--- src/hw/acs_pkg.sv ---
// constants and types shared by the conversion sequencer files
package acs_pkg;
    // register map, 8-bit wide registers
    localparam logic [7:0] REG_DELAY    = 8'h03; // settling delay, mod periods
    localparam logic [7:0] REG_DATARATE = 8'h04; // chop, filter, mode bits
    localparam logic [7:0] REG_PER_LO   = 8'h20; // data period low byte
    localparam logic [7:0] REG_PER_HI   = 8'h21; // data period high byte
    localparam logic [7:0] REG_STATUS   = 8'h22; // sequencer state
    localparam logic [7:0] REG_RES_LO   = 8'h23; // result low byte, clears new
    localparam logic [7:0] REG_RES_HI   = 8'h24; // result high byte

    // field positions in the data rate register
    localparam int CHOP_BIT   = 5;               // global chop enable
    localparam int FILT_BIT   = 4;               // 1 low latency, 0 sinc cubed
    localparam int SINGLE_BIT = 3;               // 1 single shot

    // status register field positions
    localparam int ST_BUSY_BIT = 0;
    localparam int ST_NEW_BIT  = 1;
    localparam int ST_POL_BIT  = 2;
    localparam int ST_SET_BIT  = 3;

    // reset values
    localparam logic [7:0]  DELAY_RST    = 8'h0e;   // fourteen mod periods
    localparam logic [7:0]  DATARATE_RST = 8'h10;   // low latency, continuous
    localparam logic [15:0] PERIOD_RST   = 16'h0040; // data period, mod periods

    // timing
    localparam logic [3:0]  MOD_DIV_LAST = 4'hf;    // sixteen clocks per period
    localparam logic [15:0] OVH_PERIODS  = 16'h0004; // result overhead
    localparam logic [1:0]  NEED_LL      = 2'h1;    // periods to settle
    localparam logic [1:0]  NEED_SINC3   = 2'h3;

    // serial start command, first seven bits as shifted in msb first
    localparam logic [6:0]  CMD_START_HI7 = 7'h05;
    localparam logic [2:0]  CMD_LAST_BIT  = 3'h6;   // index of seventh bit

    // pin synchroniser
    localparam int          SYNC_W   = 4;
    localparam logic [3:0]  SYNC_RST = 4'he;        // data, select, clock idle high
    localparam int          PIN_START = 0;
    localparam int          PIN_SCLK  = 1;
    localparam int          PIN_CSN   = 2;
    localparam int          PIN_SDI   = 3;

    typedef enum logic [1:0] {
        ST_IDLE   = 2'b00,
        ST_DELAY  = 2'b01,
        ST_SAMPLE = 2'b10,
        ST_OVH    = 2'b11
    } acs_state_e;
endpackage : acs_pkg

--- src/hw/acs_sync_if.sv ---
// pin bundle passed between the sequencer and its synchroniser
`timescale 1ns/1ps
`default_nettype none
interface acs_sync_if;
    logic [acs_pkg::SYNC_W-1:0] raw;    // pins as they arrive
    logic [acs_pkg::SYNC_W-1:0] synced; // pins after two flops
    modport src (output raw, input synced);
    modport dst (input raw, output synced);
endinterface : acs_sync_if
`default_nettype wire

--- src/hw/acs_sync2.sv ---
// two-flop synchroniser for the asynchronous pins
`timescale 1ns/1ps
`default_nettype none
module acs_sync2 (
    input  wire logic sys_clk, // system clock
    input  wire logic rstn,    // async reset, active low
    input  wire logic clk_en,  // freezes state when low
    acs_sync_if.dst   sif      // raw pins in, synced pins out
);
    import acs_pkg::*;

    logic [SYNC_W-1:0] meta_r; // first stage, read only by stab_r
    logic [SYNC_W-1:0] stab_r; // second stage

    ////////////////////////////////////////////////////////////////////////
    // two stages; nothing but stab_r looks at meta_r
    always_ff @(posedge sys_clk or negedge rstn) begin
        if (!rstn) begin
            meta_r <= SYNC_RST;
            stab_r <= SYNC_RST;
        end else if (clk_en) begin
            meta_r <= sif.raw;
            stab_r <= meta_r;
        end
    end

    assign sif.synced = stab_r;
endmodule : acs_sync2
`default_nettype wire

--- src/hw/acs_sequencer.sv ---
// conversion timing sequencer: start detect, delay, settling, chop average
`timescale 1ns/1ps
`default_nettype none
module acs_sequencer (
    input  wire logic        sys_clk,   // 25 MHz system clock
    input  wire logic        rstn,      // async reset, active low
    input  wire logic        clk_en,    // freezes all state when low, except data_valid which clears
    input  wire logic        start_pin, // start/sync pin, asynchronous
    input  wire logic        sclk,      // serial clock pin, asynchronous
    input  wire logic        cs_n,      // serial select, active low
    input  wire logic        sdi,       // serial data in
    input  wire logic [15:0] filt_data, // filter output, same clock
    input  wire logic [7:0]  reg_addr,  // register address
    input  wire logic [7:0]  reg_wdata, // register write data
    input  wire logic        reg_wr,    // write strobe
    input  wire logic        reg_rd,    // read strobe
    output logic      [7:0]  reg_rdata, // read data, cycle after strobe
    output logic             chop_rev,  // input polarity reversed
    output logic             conv_busy, // sequence running
    output logic      [15:0] data_out,  // latest readable result
    output logic             data_valid // one-cycle pulse per result
);
    import acs_pkg::*;

    ////////////////////////////////////////////////////////////////////////
    // pin synchronisation and edge finding
    acs_sync_if sif ();
    assign sif.raw = {sdi, cs_n, sclk, start_pin};

    acs_sync2 u_sync (
        .sys_clk (sys_clk),
        .rstn    (rstn),
        .clk_en  (clk_en),
        .sif     (sif)
    );

    logic [SYNC_W-1:0] pin_prev_r;   // synced pins one cycle back
    logic [2:0]        bit_cnt_r;    // falling edges in current byte
    logic [5:0]        cmd_sh_r;     // command bits so far

    wire start_rise = sif.synced[PIN_START] & ~pin_prev_r[PIN_START];
    wire sclk_fall  = ~sif.synced[PIN_SCLK] & pin_prev_r[PIN_SCLK];
    wire sel        = ~sif.synced[PIN_CSN];
    wire cmd_edge   = sclk_fall & sel;
    // seventh falling edge of a start command
    wire cmd_start  = cmd_edge && (bit_cnt_r == CMD_LAST_BIT)
                    && ({cmd_sh_r, sif.synced[PIN_SDI]} == CMD_START_HI7);
    wire start_evt  = start_rise | cmd_start;

    // edge history and command shifter
    always_ff @(posedge sys_clk or negedge rstn) begin
        if (!rstn) begin
            pin_prev_r <= SYNC_RST;
            bit_cnt_r  <= '0;
            cmd_sh_r   <= '0;
        end else if (clk_en) begin
            pin_prev_r <= sif.synced;
            if (!sel) begin
                bit_cnt_r <= '0;           // deselect restarts byte framing
            end else if (cmd_edge) begin
                bit_cnt_r <= bit_cnt_r + 3'h1;
                cmd_sh_r  <= {cmd_sh_r[4:0], sif.synced[PIN_SDI]};
            end
        end
    end

    ////////////////////////////////////////////////////////////////////////
    // registers
    logic [7:0]  delay_r;    // settling delay in modulator periods
    logic [7:0]  rate_r;     // chop, filter and mode bits
    logic [15:0] period_r;   // data period in modulator periods
    logic        new_r;      // unread result waiting

    wire wr_delay = reg_wr && (reg_addr == REG_DELAY);
    wire wr_rate  = reg_wr && (reg_addr == REG_DATARATE);
    wire wr_plo   = reg_wr && (reg_addr == REG_PER_LO);
    wire wr_phi   = reg_wr && (reg_addr == REG_PER_HI);
    wire rd_res   = reg_rd && (reg_addr == REG_RES_LO);

    wire chop_en  = rate_r[CHOP_BIT];
    wire filt_ll  = rate_r[FILT_BIT];
    wire single   = rate_r[SINGLE_BIT];

    // software writes
    always_ff @(posedge sys_clk or negedge rstn) begin
        if (!rstn) begin
            delay_r  <= DELAY_RST;
            rate_r   <= DATARATE_RST;
            period_r <= PERIOD_RST;
        end else if (clk_en) begin
            if (wr_delay) delay_r         <= reg_wdata;
            if (wr_rate)  rate_r          <= reg_wdata;
            if (wr_plo)   period_r[7:0]   <= reg_wdata;
            if (wr_phi)   period_r[15:8]  <= reg_wdata;
        end
    end

    ////////////////////////////////////////////////////////////////////////
    // modulator tick: one per sixteen clocks
    logic [3:0] pre_r;
    wire        tick = (pre_r == MOD_DIV_LAST);

    always_ff @(posedge sys_clk or negedge rstn) begin
        if (!rstn) pre_r <= '0;
        else if (clk_en) pre_r <= pre_r + 4'h1;
    end

    ////////////////////////////////////////////////////////////////////////
    // sequencer state
    acs_state_e  state_r, state_nxt;
    logic [15:0] cnt_r, cnt_nxt;      // mod periods left in this state
    logic [1:0]  set_cnt_r;           // settled periods in this polarity
    logic        ovh_done_r;          // overhead already paid
    logic        pol_r;               // reversed polarity active
    logic        have_prev_r;         // other polarity value held
    logic [15:0] prev_r;              // corrected other-polarity value
    logic [15:0] pend_r;              // result waiting for overhead

    wire [1:0]  need      = filt_ll ? NEED_LL : NEED_SINC3;
    wire [2:0]  set_next  = {1'b0, set_cnt_r} + 3'h1;
    wire        phase_ok  = (set_next >= {1'b0, need});
    wire        samp_end  = (state_r == ST_SAMPLE) && tick && (cnt_r == 16'h1);
    wire        ovh_end   = (state_r == ST_OVH) && tick && (cnt_r == 16'h1);
    wire        dly_end   = (state_r == ST_DELAY) && tick && (cnt_r == 16'h1);
    // reversed conversions are negated so averaging cancels the offset
    wire [15:0] corr      = pol_r ? 16'(-filt_data) : filt_data;
    wire [16:0] sum       = {prev_r[15], prev_r} + {corr[15], corr};
    wire [15:0] avg       = sum[16:1];
    wire        avail     = phase_ok && (!chop_en || have_prev_r);
    wire        out_now   = (samp_end && avail && ovh_done_r) || ovh_end;
    // delay of zero goes straight to sampling
    wire        dly_zero  = (delay_r == 8'h0);
    wire acs_state_e dly_st = dly_zero ? ST_SAMPLE : ST_DELAY;
    wire [15:0] dly_cnt   = dly_zero ? period_r : {8'h0, delay_r};
    wire acs_state_e run_st = chop_en ? dly_st : ST_SAMPLE;
    wire [15:0] run_cnt   = chop_en ? dly_cnt : period_r;

    // next state
    always_comb begin
        state_nxt = state_r;
        cnt_nxt   = cnt_r;
        if (start_evt) begin
            state_nxt = dly_st;
            cnt_nxt   = dly_cnt;
        end else if (tick) begin
            case (state_r)
                ST_IDLE: begin
                    state_nxt = ST_IDLE;     // waits for a start
                end
                ST_DELAY: begin
                    if (dly_end) begin
                        state_nxt = ST_SAMPLE;
                        cnt_nxt   = period_r;
                    end else begin
                        cnt_nxt = cnt_r - 16'h1;
                    end
                end
                ST_SAMPLE: begin
                    if (!samp_end) begin
                        cnt_nxt = cnt_r - 16'h1;
                    end else if (!phase_ok) begin
                        cnt_nxt = period_r;  // hidden, no overhead
                    end else if (avail && !ovh_done_r) begin
                        state_nxt = ST_OVH;  // first readable only
                        cnt_nxt   = OVH_PERIODS;
                    end else if (avail && single) begin
                        state_nxt = ST_IDLE;
                    end else if (chop_en) begin
                        state_nxt = dly_st;  // next polarity
                        cnt_nxt   = dly_cnt;
                    end else begin
                        cnt_nxt = period_r;  // one data period each
                    end
                end
                ST_OVH: begin
                    if (ovh_end) begin
                        state_nxt = single ? ST_IDLE : run_st;
                        cnt_nxt   = run_cnt;
                    end else begin
                        cnt_nxt = cnt_r - 16'h1;
                    end
                end
                default: begin
                    state_nxt = ST_IDLE;
                end
            endcase
        end
    end

    // state and count
    always_ff @(posedge sys_clk or negedge rstn) begin
        if (!rstn) begin
            state_r <= ST_IDLE;
            cnt_r   <= '0;
        end else if (clk_en) begin
            state_r <= state_nxt;
            cnt_r   <= cnt_nxt;
        end
    end

    // settling, polarity and chop pipeline
    always_ff @(posedge sys_clk or negedge rstn) begin
        if (!rstn) begin
            set_cnt_r   <= '0;
            ovh_done_r  <= 1'b0;
            pol_r       <= 1'b0;
            have_prev_r <= 1'b0;
            prev_r      <= '0;
            pend_r      <= '0;
        end else if (clk_en) begin
            if (start_evt) begin
                set_cnt_r   <= '0;
                ovh_done_r  <= 1'b0;
                pol_r       <= 1'b0;         // normal polarity first
                have_prev_r <= 1'b0;
            end else if (samp_end) begin
                if (!phase_ok) begin
                    set_cnt_r <= set_next[1:0];
                end else if (chop_en) begin
                    // each polarity resettles, so the first result needs twice the settling
                    set_cnt_r   <= '0;
                    pol_r       <= ~pol_r;
                    prev_r      <= corr;
                    have_prev_r <= 1'b1;
                end
                if (avail) begin
                    pend_r <= chop_en ? avg : filt_data;
                end
            end else if (ovh_end) begin
                ovh_done_r <= 1'b1;
            end
        end
    end

    ////////////////////////////////////////////////////////////////////////
    // result output
    wire [15:0] res_val = ovh_end ? pend_r : (chop_en ? avg : filt_data);

    always_ff @(posedge sys_clk or negedge rstn) begin
        if (!rstn) begin
            data_out   <= '0;
            data_valid <= 1'b0;
            new_r      <= 1'b0;
        end else if (clk_en) begin
            data_valid <= out_now;
            if (out_now) data_out <= res_val;
            // a result in the reading cycle stays flagged
            if (out_now) new_r <= 1'b1;
            else if (rd_res) new_r <= 1'b0;
        end else begin
            data_valid <= 1'b0;
        end
    end

    ////////////////////////////////////////////////////////////////////////
    // register read port
    wire [7:0] status = {4'h0, (set_cnt_r != 2'h0) | ovh_done_r, pol_r,
                         new_r, conv_busy};
    wire [7:0] rd_mux =
        (reg_addr == REG_DELAY)    ? delay_r :
        (reg_addr == REG_DATARATE) ? rate_r :
        (reg_addr == REG_PER_LO)   ? period_r[7:0] :
        (reg_addr == REG_PER_HI)   ? period_r[15:8] :
        (reg_addr == REG_STATUS)   ? status :
        (reg_addr == REG_RES_LO)   ? data_out[7:0] :
        (reg_addr == REG_RES_HI)   ? data_out[15:8] : 8'h00;

    always_ff @(posedge sys_clk or negedge rstn) begin
        if (!rstn) reg_rdata <= '0;
        else if (clk_en) reg_rdata <= reg_rd ? rd_mux : 8'h00;
    end

    assign chop_rev  = pol_r;
    assign conv_busy = (state_r != ST_IDLE);
endmodule : acs_sequencer
`default_nettype wire

--- config.mk ---
export PLATFORM = sky130hd
export DESIGN_NAME = acs_sequencer
export DESIGN_NICKNAME = d
export VERILOG_FILES = /design/src/hw/acs_pkg.sv /design/src/hw/acs_sync_if.sv /design/src/hw/acs_sync2.sv /design/src/hw/acs_sequencer.sv
export SDC_FILE = /design/constraint.sdc
export NUM_CORES = 1
export LEC_CHECK = 0
export CAP_MARGIN = 25
export CORE_MARGIN = 2
export CORE_UTILIZATION = 45
export DETAILED_ROUTE_END_ITERATION = 8
export DONT_BUFFER_PORTS = 1
export GPL_TIMING_DRIVEN = 0
export PLACE_DENSITY = 0.59
export SKIP_CTS_REPAIR_TIMING = 1
export SYNTH_ARGS = -nofsm -noshare
export SYNTH_HDL_FRONTEND = slang
export SYNTH_SLANG_ARGS = --single-unit
--- constraint.sdc ---
create_clock -name sys_clk -period 3.1 [get_ports sys_clk]
set_input_delay 0.31 -clock sys_clk [delete_from_list [all_inputs] [get_ports sys_clk]]
set_output_delay 0.31 -clock sys_clk [all_outputs]
set_load 0.01 [all_outputs]
==> results by group <==
Run status
  – Result of the run: finished, violations left
  – Violations in the final reports: hold timing

Floorplan
  – Horiz. Die Dim: 142 um
  – Boundary Pins: 68
  – Standard cell core area: 0.0187 mm^2
  – Die Y-Extent: 142 um
  – Initial core utilization: 45.7%
  – # rows: 50
  – Overall die area: 0.0201 mm^2

Finish
  – Area growth, synth to finish: 12.6%
  – Final Net Count: 1026
  – Share of cells above drive strength 1: 16.7%
  – Layout fillers: 1729
  – Share of the core filled with cells in the final layout: 51.5%
  – N_diodes: 0
  – Summed area of non-filler cells in the final layout: 0.00963 mm^2

Global route
  – Total overflow reported by the global router: 0
  – Total global routing track utilization: 26.7%
  – Initial antenna violation count: 0
  – First-pass GRT wire length: 41400 um
  – Most heavily used metal layer in global routing: met2
  – M3 GR Usage: 6.61%
  – Pin count of the biggest net entering global routing: 137
  – Met1 Resource Use GR: 36.3%
  – Via count of the first global-routing pass: 7262
  – Global-route track usage on met2: 42.2%

Synthesis
  – Compound-cell area share of the yosys netlist: 21.6%
  – Total number of yosys warnings: 0
  – Share of flip-flops with an asynchronous set or reset: 100%
  – Synth Area in Adders: 4.13%
  – Post-Syn Instances: 937
  – Area share of xor/xnor cells in the synthesized design: 2.66%
  – Avg Inst Size Synth: 9.13 um^2
  – Synthesized flop and latch total: 136
  – Cell area after synthesis: 0.00855 mm^2
  – Area leader, netlist: sky130_fd_sc_hd__dfrtp_1
  – Dominant combinational cell family by area after synthesis: compound AO/OA/AOI/OAI gates
  – Number of enable flip-flop cells after synthesis: 0
  – Top_reg_cell synth: sky130_fd_sc_hd__dfrtp_1
  – Top area cells in the synthesized netlist: sky130_fd_sc_hd__dfrtp_1, sky130_fd_sc_hd__mux2_2, sky130_fd_sc_hd__o21ai_0, sky130_fd_sc_hd__nand2_1, sky130_fd_sc_hd__dfstp_2
  – Netlist cell types: 74
  – Post-synth net total: 1005
  – Share of synthesized area occupied by flip-flops and latches: 40.0%
  – Yosys top cell area share: 36.3%
  – Area fraction in and, or, nand and nor cells after synthesis: 17.9%
  – Multiplexer share of the synthesized area: 9.82%

Clock network
  – Clock transition at the register clock pins on the worst setup and hold paths after CTS: 0.07 ns
  – Total number of clock tree sinks: 136
  – Total number of H-tree levels: 4
  – Root buffer cell: sky130_fd_sc_hd__clkbuf_16
  – Inserted Clock Buffers: 17
  – Clock Path Buffers: 2
  – Clock tree from TritonCTS: yes
  – Latest clock arrival within the worst-skew pair: 0.43 ns

Worst setup path
  – Type of the worst setup path: flop to flop
  – Biggest cell delay along the critical path: 0.43 ns
  – Cell repeated most along the worst path: sky130_fd_sc_hd__buf_6
  – Origin of the critical flop-to-flop path: chop_rev
  – Ordered cell list for the critical path: buf_6, buf_6, o41ai_1, xnor2_1, ha_2, and3_2, and3_1, a311o_1, a21oi_2, a41oi_2, mux2_2
  – Type of destination of the critical path: flop
  – Critical-path cell with the highest stage delay: sky130_fd_sc_hd__dfrtp_1
  – Type of element launching the critical path: flop
  – Crit path arrival time: 3.32 ns
  – Critical path required time: 3.41 ns
  – Biggest fanout along the worst timing path: 10
  – Timing startpoint of the critical path: chop_rev

Timing
  – Transition time at the pin with the least slew margin: 0.926 ns
  – Final number of setup-violating endpoints: 0
  – Setup repair after global routing missed its margin: true
  – Skew final: 0.0138 ns
  – Period minus WS final: 3.00 ns
  – Final slew viol count: 0
  – Worst Hold Margin: -0.411 ns
  – Maximum clock rate: 0.333 GHz
  – Ratio of final minimum period to clock period: 96.9%
  – Worst slew slack as a fraction of its limit: 37.7%
  – Final TNS setup: 0 ns
  – Hold violation total from the final report: 136

Drt
  – Count of nets left with antenna violations after detail routing: 0
  – DRT iter0 DRCs: 742
  – Post-route DRC: 0
  – Routed wirelength normalized by instance count: 21.4 um
  – First-pass detailed-route iteration total: 6
  – Vias post-DR: 7467
  – Total Routed Length: 25800 um
  – Via/cell ratio: 6.20

Worst hold path
  – Worst hold path type: input pin to asynchronous set/reset pin

Placement
  – Post-detail-place hpwl: 19100 um
  – Post-DP Area: 0.00886 mm^2
  – Number of input and output port buffers inserted: 0
  – Weighted congestion at the end of routability-driven global placement: 0.896

Power
  – Power Dens Cells: 604 mW/mm^2
  – Total chip power: 5.81 mW
  – Peak supply drop: 0.355 mV
  – Leakage: 4.09 nW

Flow run
  – Max Cap Viol: 0
## area by class of cell
class	instances	area, um^2	share of cell area [%]
multi-input cells	720	4950	51.4
inverters	34	128	1.33
plain buffers	41	211	2.20
well taps	234	293	3.04
clock buffers	17	425	4.42
clock inverters	15	139	1.44
flip-flops and latches	136	3420	35.5
repair buffers	8	70.1	0.727
## critical path: cells and delay by family, from the launching register on
family,cells,cell delay (ns)
AOI/OAI and AO/OA,4,0.75
xor gates and xnor gates,1,0.24
buffers and inverters,2,0.32
DFF,1,0.43
and+or+nand+nor,2,0.52
muxes,1,0.29
adders and majority gates,1,0.35
## final timing paths
path	cells after the start	end	slack [ns]
max reg2reg	11	data_out[13]	0.1
min	0	cmd_sh_r[1]	-0.41
max in group asynchronous	0	delay_r[3]	3.19
min reg2reg	2	pend_r[5]	0.48
max	11	data_out[13]	0.1
min in group sys_clk	2	rate_r[4]	0
## layer usage
layer	wire, um	part of all wire (%)
met3	1710	6.6
met4	465	1.8
met5	0	0
met2	12000	47
met1	11600	45
## cells in the mapped netlist (4+ instances only)
cell type	instances
sky130_fd_sc_hd__xnor2_1	19
sky130_fd_sc_hd__o2111ai_1	6
sky130_fd_sc_hd__a31oi_1	19
sky130_fd_sc_hd__a22o_1	4
sky130_fd_sc_hd__xor2_1	7
sky130_fd_sc_hd__mux2_2	63
sky130_fd_sc_hd__a21boi_0	4
sky130_fd_sc_hd__buf_6	4
sky130_fd_sc_hd__nor2b_1	12
sky130_fd_sc_hd__and3_1	8
sky130_fd_sc_hd__o31a_1	4
sky130_fd_sc_hd__dfrtp_1	124
sky130_fd_sc_hd__o2bb2ai_1	6
sky130_fd_sc_hd__inv_1	33
sky130_fd_sc_hd__nand3_1	31
sky130_fd_sc_hd__a22oi_1	5
sky130_fd_sc_hd__a211oi_1	10
sky130_fd_sc_hd__o211ai_1	5
sky130_fd_sc_hd__o21ai_0	71
sky130_fd_sc_hd__o22ai_1	11
sky130_fd_sc_hd__o221ai_1	5
sky130_fd_sc_hd__or3_1	6
sky130_fd_sc_hd__or2_2	4
sky130_fd_sc_hd__nand2_1	90
sky130_fd_sc_hd__dfstp_2	12
sky130_fd_sc_hd__nor2_1	64
sky130_fd_sc_hd__o41ai_1	5
sky130_fd_sc_hd__a21oi_1	58
sky130_fd_sc_hd__nor3_1	23
sky130_fd_sc_hd__nand4_1	10
sky130_fd_sc_hd__ha_1	25
sky130_fd_sc_hd__nor3b_1	5
sky130_fd_sc_hd__and2_1	9
sky130_fd_sc_hd__mux2i_1	13
sky130_fd_sc_hd__clkbuf_1	37
sky130_fd_sc_hd__o31ai_1	12
sky130_fd_sc_hd__a222oi_1	4
sky130_fd_sc_hd__o21a_1	6
sky130_fd_sc_hd__a21o_1	9
sky130_fd_sc_hd__nand2b_1	10
sky130_fd_sc_hd__o21ai_1	15
sky130_fd_sc_hd__or4_1	5
sky130_fd_sc_hd__nor4_1	12
## power by group
group / switching, mW / internal (mW) / total [mW]
logic: 1.00 / 0.624 / 1.63
registers: 0.222 / 2.00 / 2.22
clock network: 0.912 / 1.06 / 1.97
## metrics by stage
stage	setup slack, ns	cells
floorplan	0.0428	937
detailed placement	-1.03	1173
CTS	-1.07	1205
global placement	-1.04	1171
finish	0.0961	1205
global route	-0.0335	1205
## cells in the final DEF, fill, tap and decap left out, types with 19 or more instances in the layout
master,synthesis,layout
sky130_fd_sc_hd__a21oi_1,58,56
sky130_fd_sc_hd__clkbuf_1,37,24
sky130_fd_sc_hd__dfrtp_1,124,124
sky130_fd_sc_hd__ha_1,25,24
sky130_fd_sc_hd__inv_1,33,33
sky130_fd_sc_hd__mux2_2,63,63
sky130_fd_sc_hd__nand2_1,90,90
sky130_fd_sc_hd__nand3_1,31,31
sky130_fd_sc_hd__nor2_1,64,62
sky130_fd_sc_hd__nor3_1,23,21
sky130_fd_sc_hd__o21ai_0,71,66
sky130_fd_sc_hd__xnor2_1,19,19
## flip-flops by register name (all words and copies together) (netlist names), 3 cells and up
register           flops
bit_cnt_r              3
cmd_sh_r               6
cnt_r                 16
data_out              16
delay_r                8
pend_r                16
period_r              16
pre_r                  4
prev_r                16
rate_r                 8
reg_rdata              8
u_sync.meta_r          4
u_sync.sif.synced      4
## logic make-up after synthesis
logic type      count (synthesis)
buf+inv                        81
mux                            76
simple gates                  306
compound gates                285
flops                         136
xor+xnor                       26
fa+ha+maj                      27
Power figures use the tool's default switching activity.
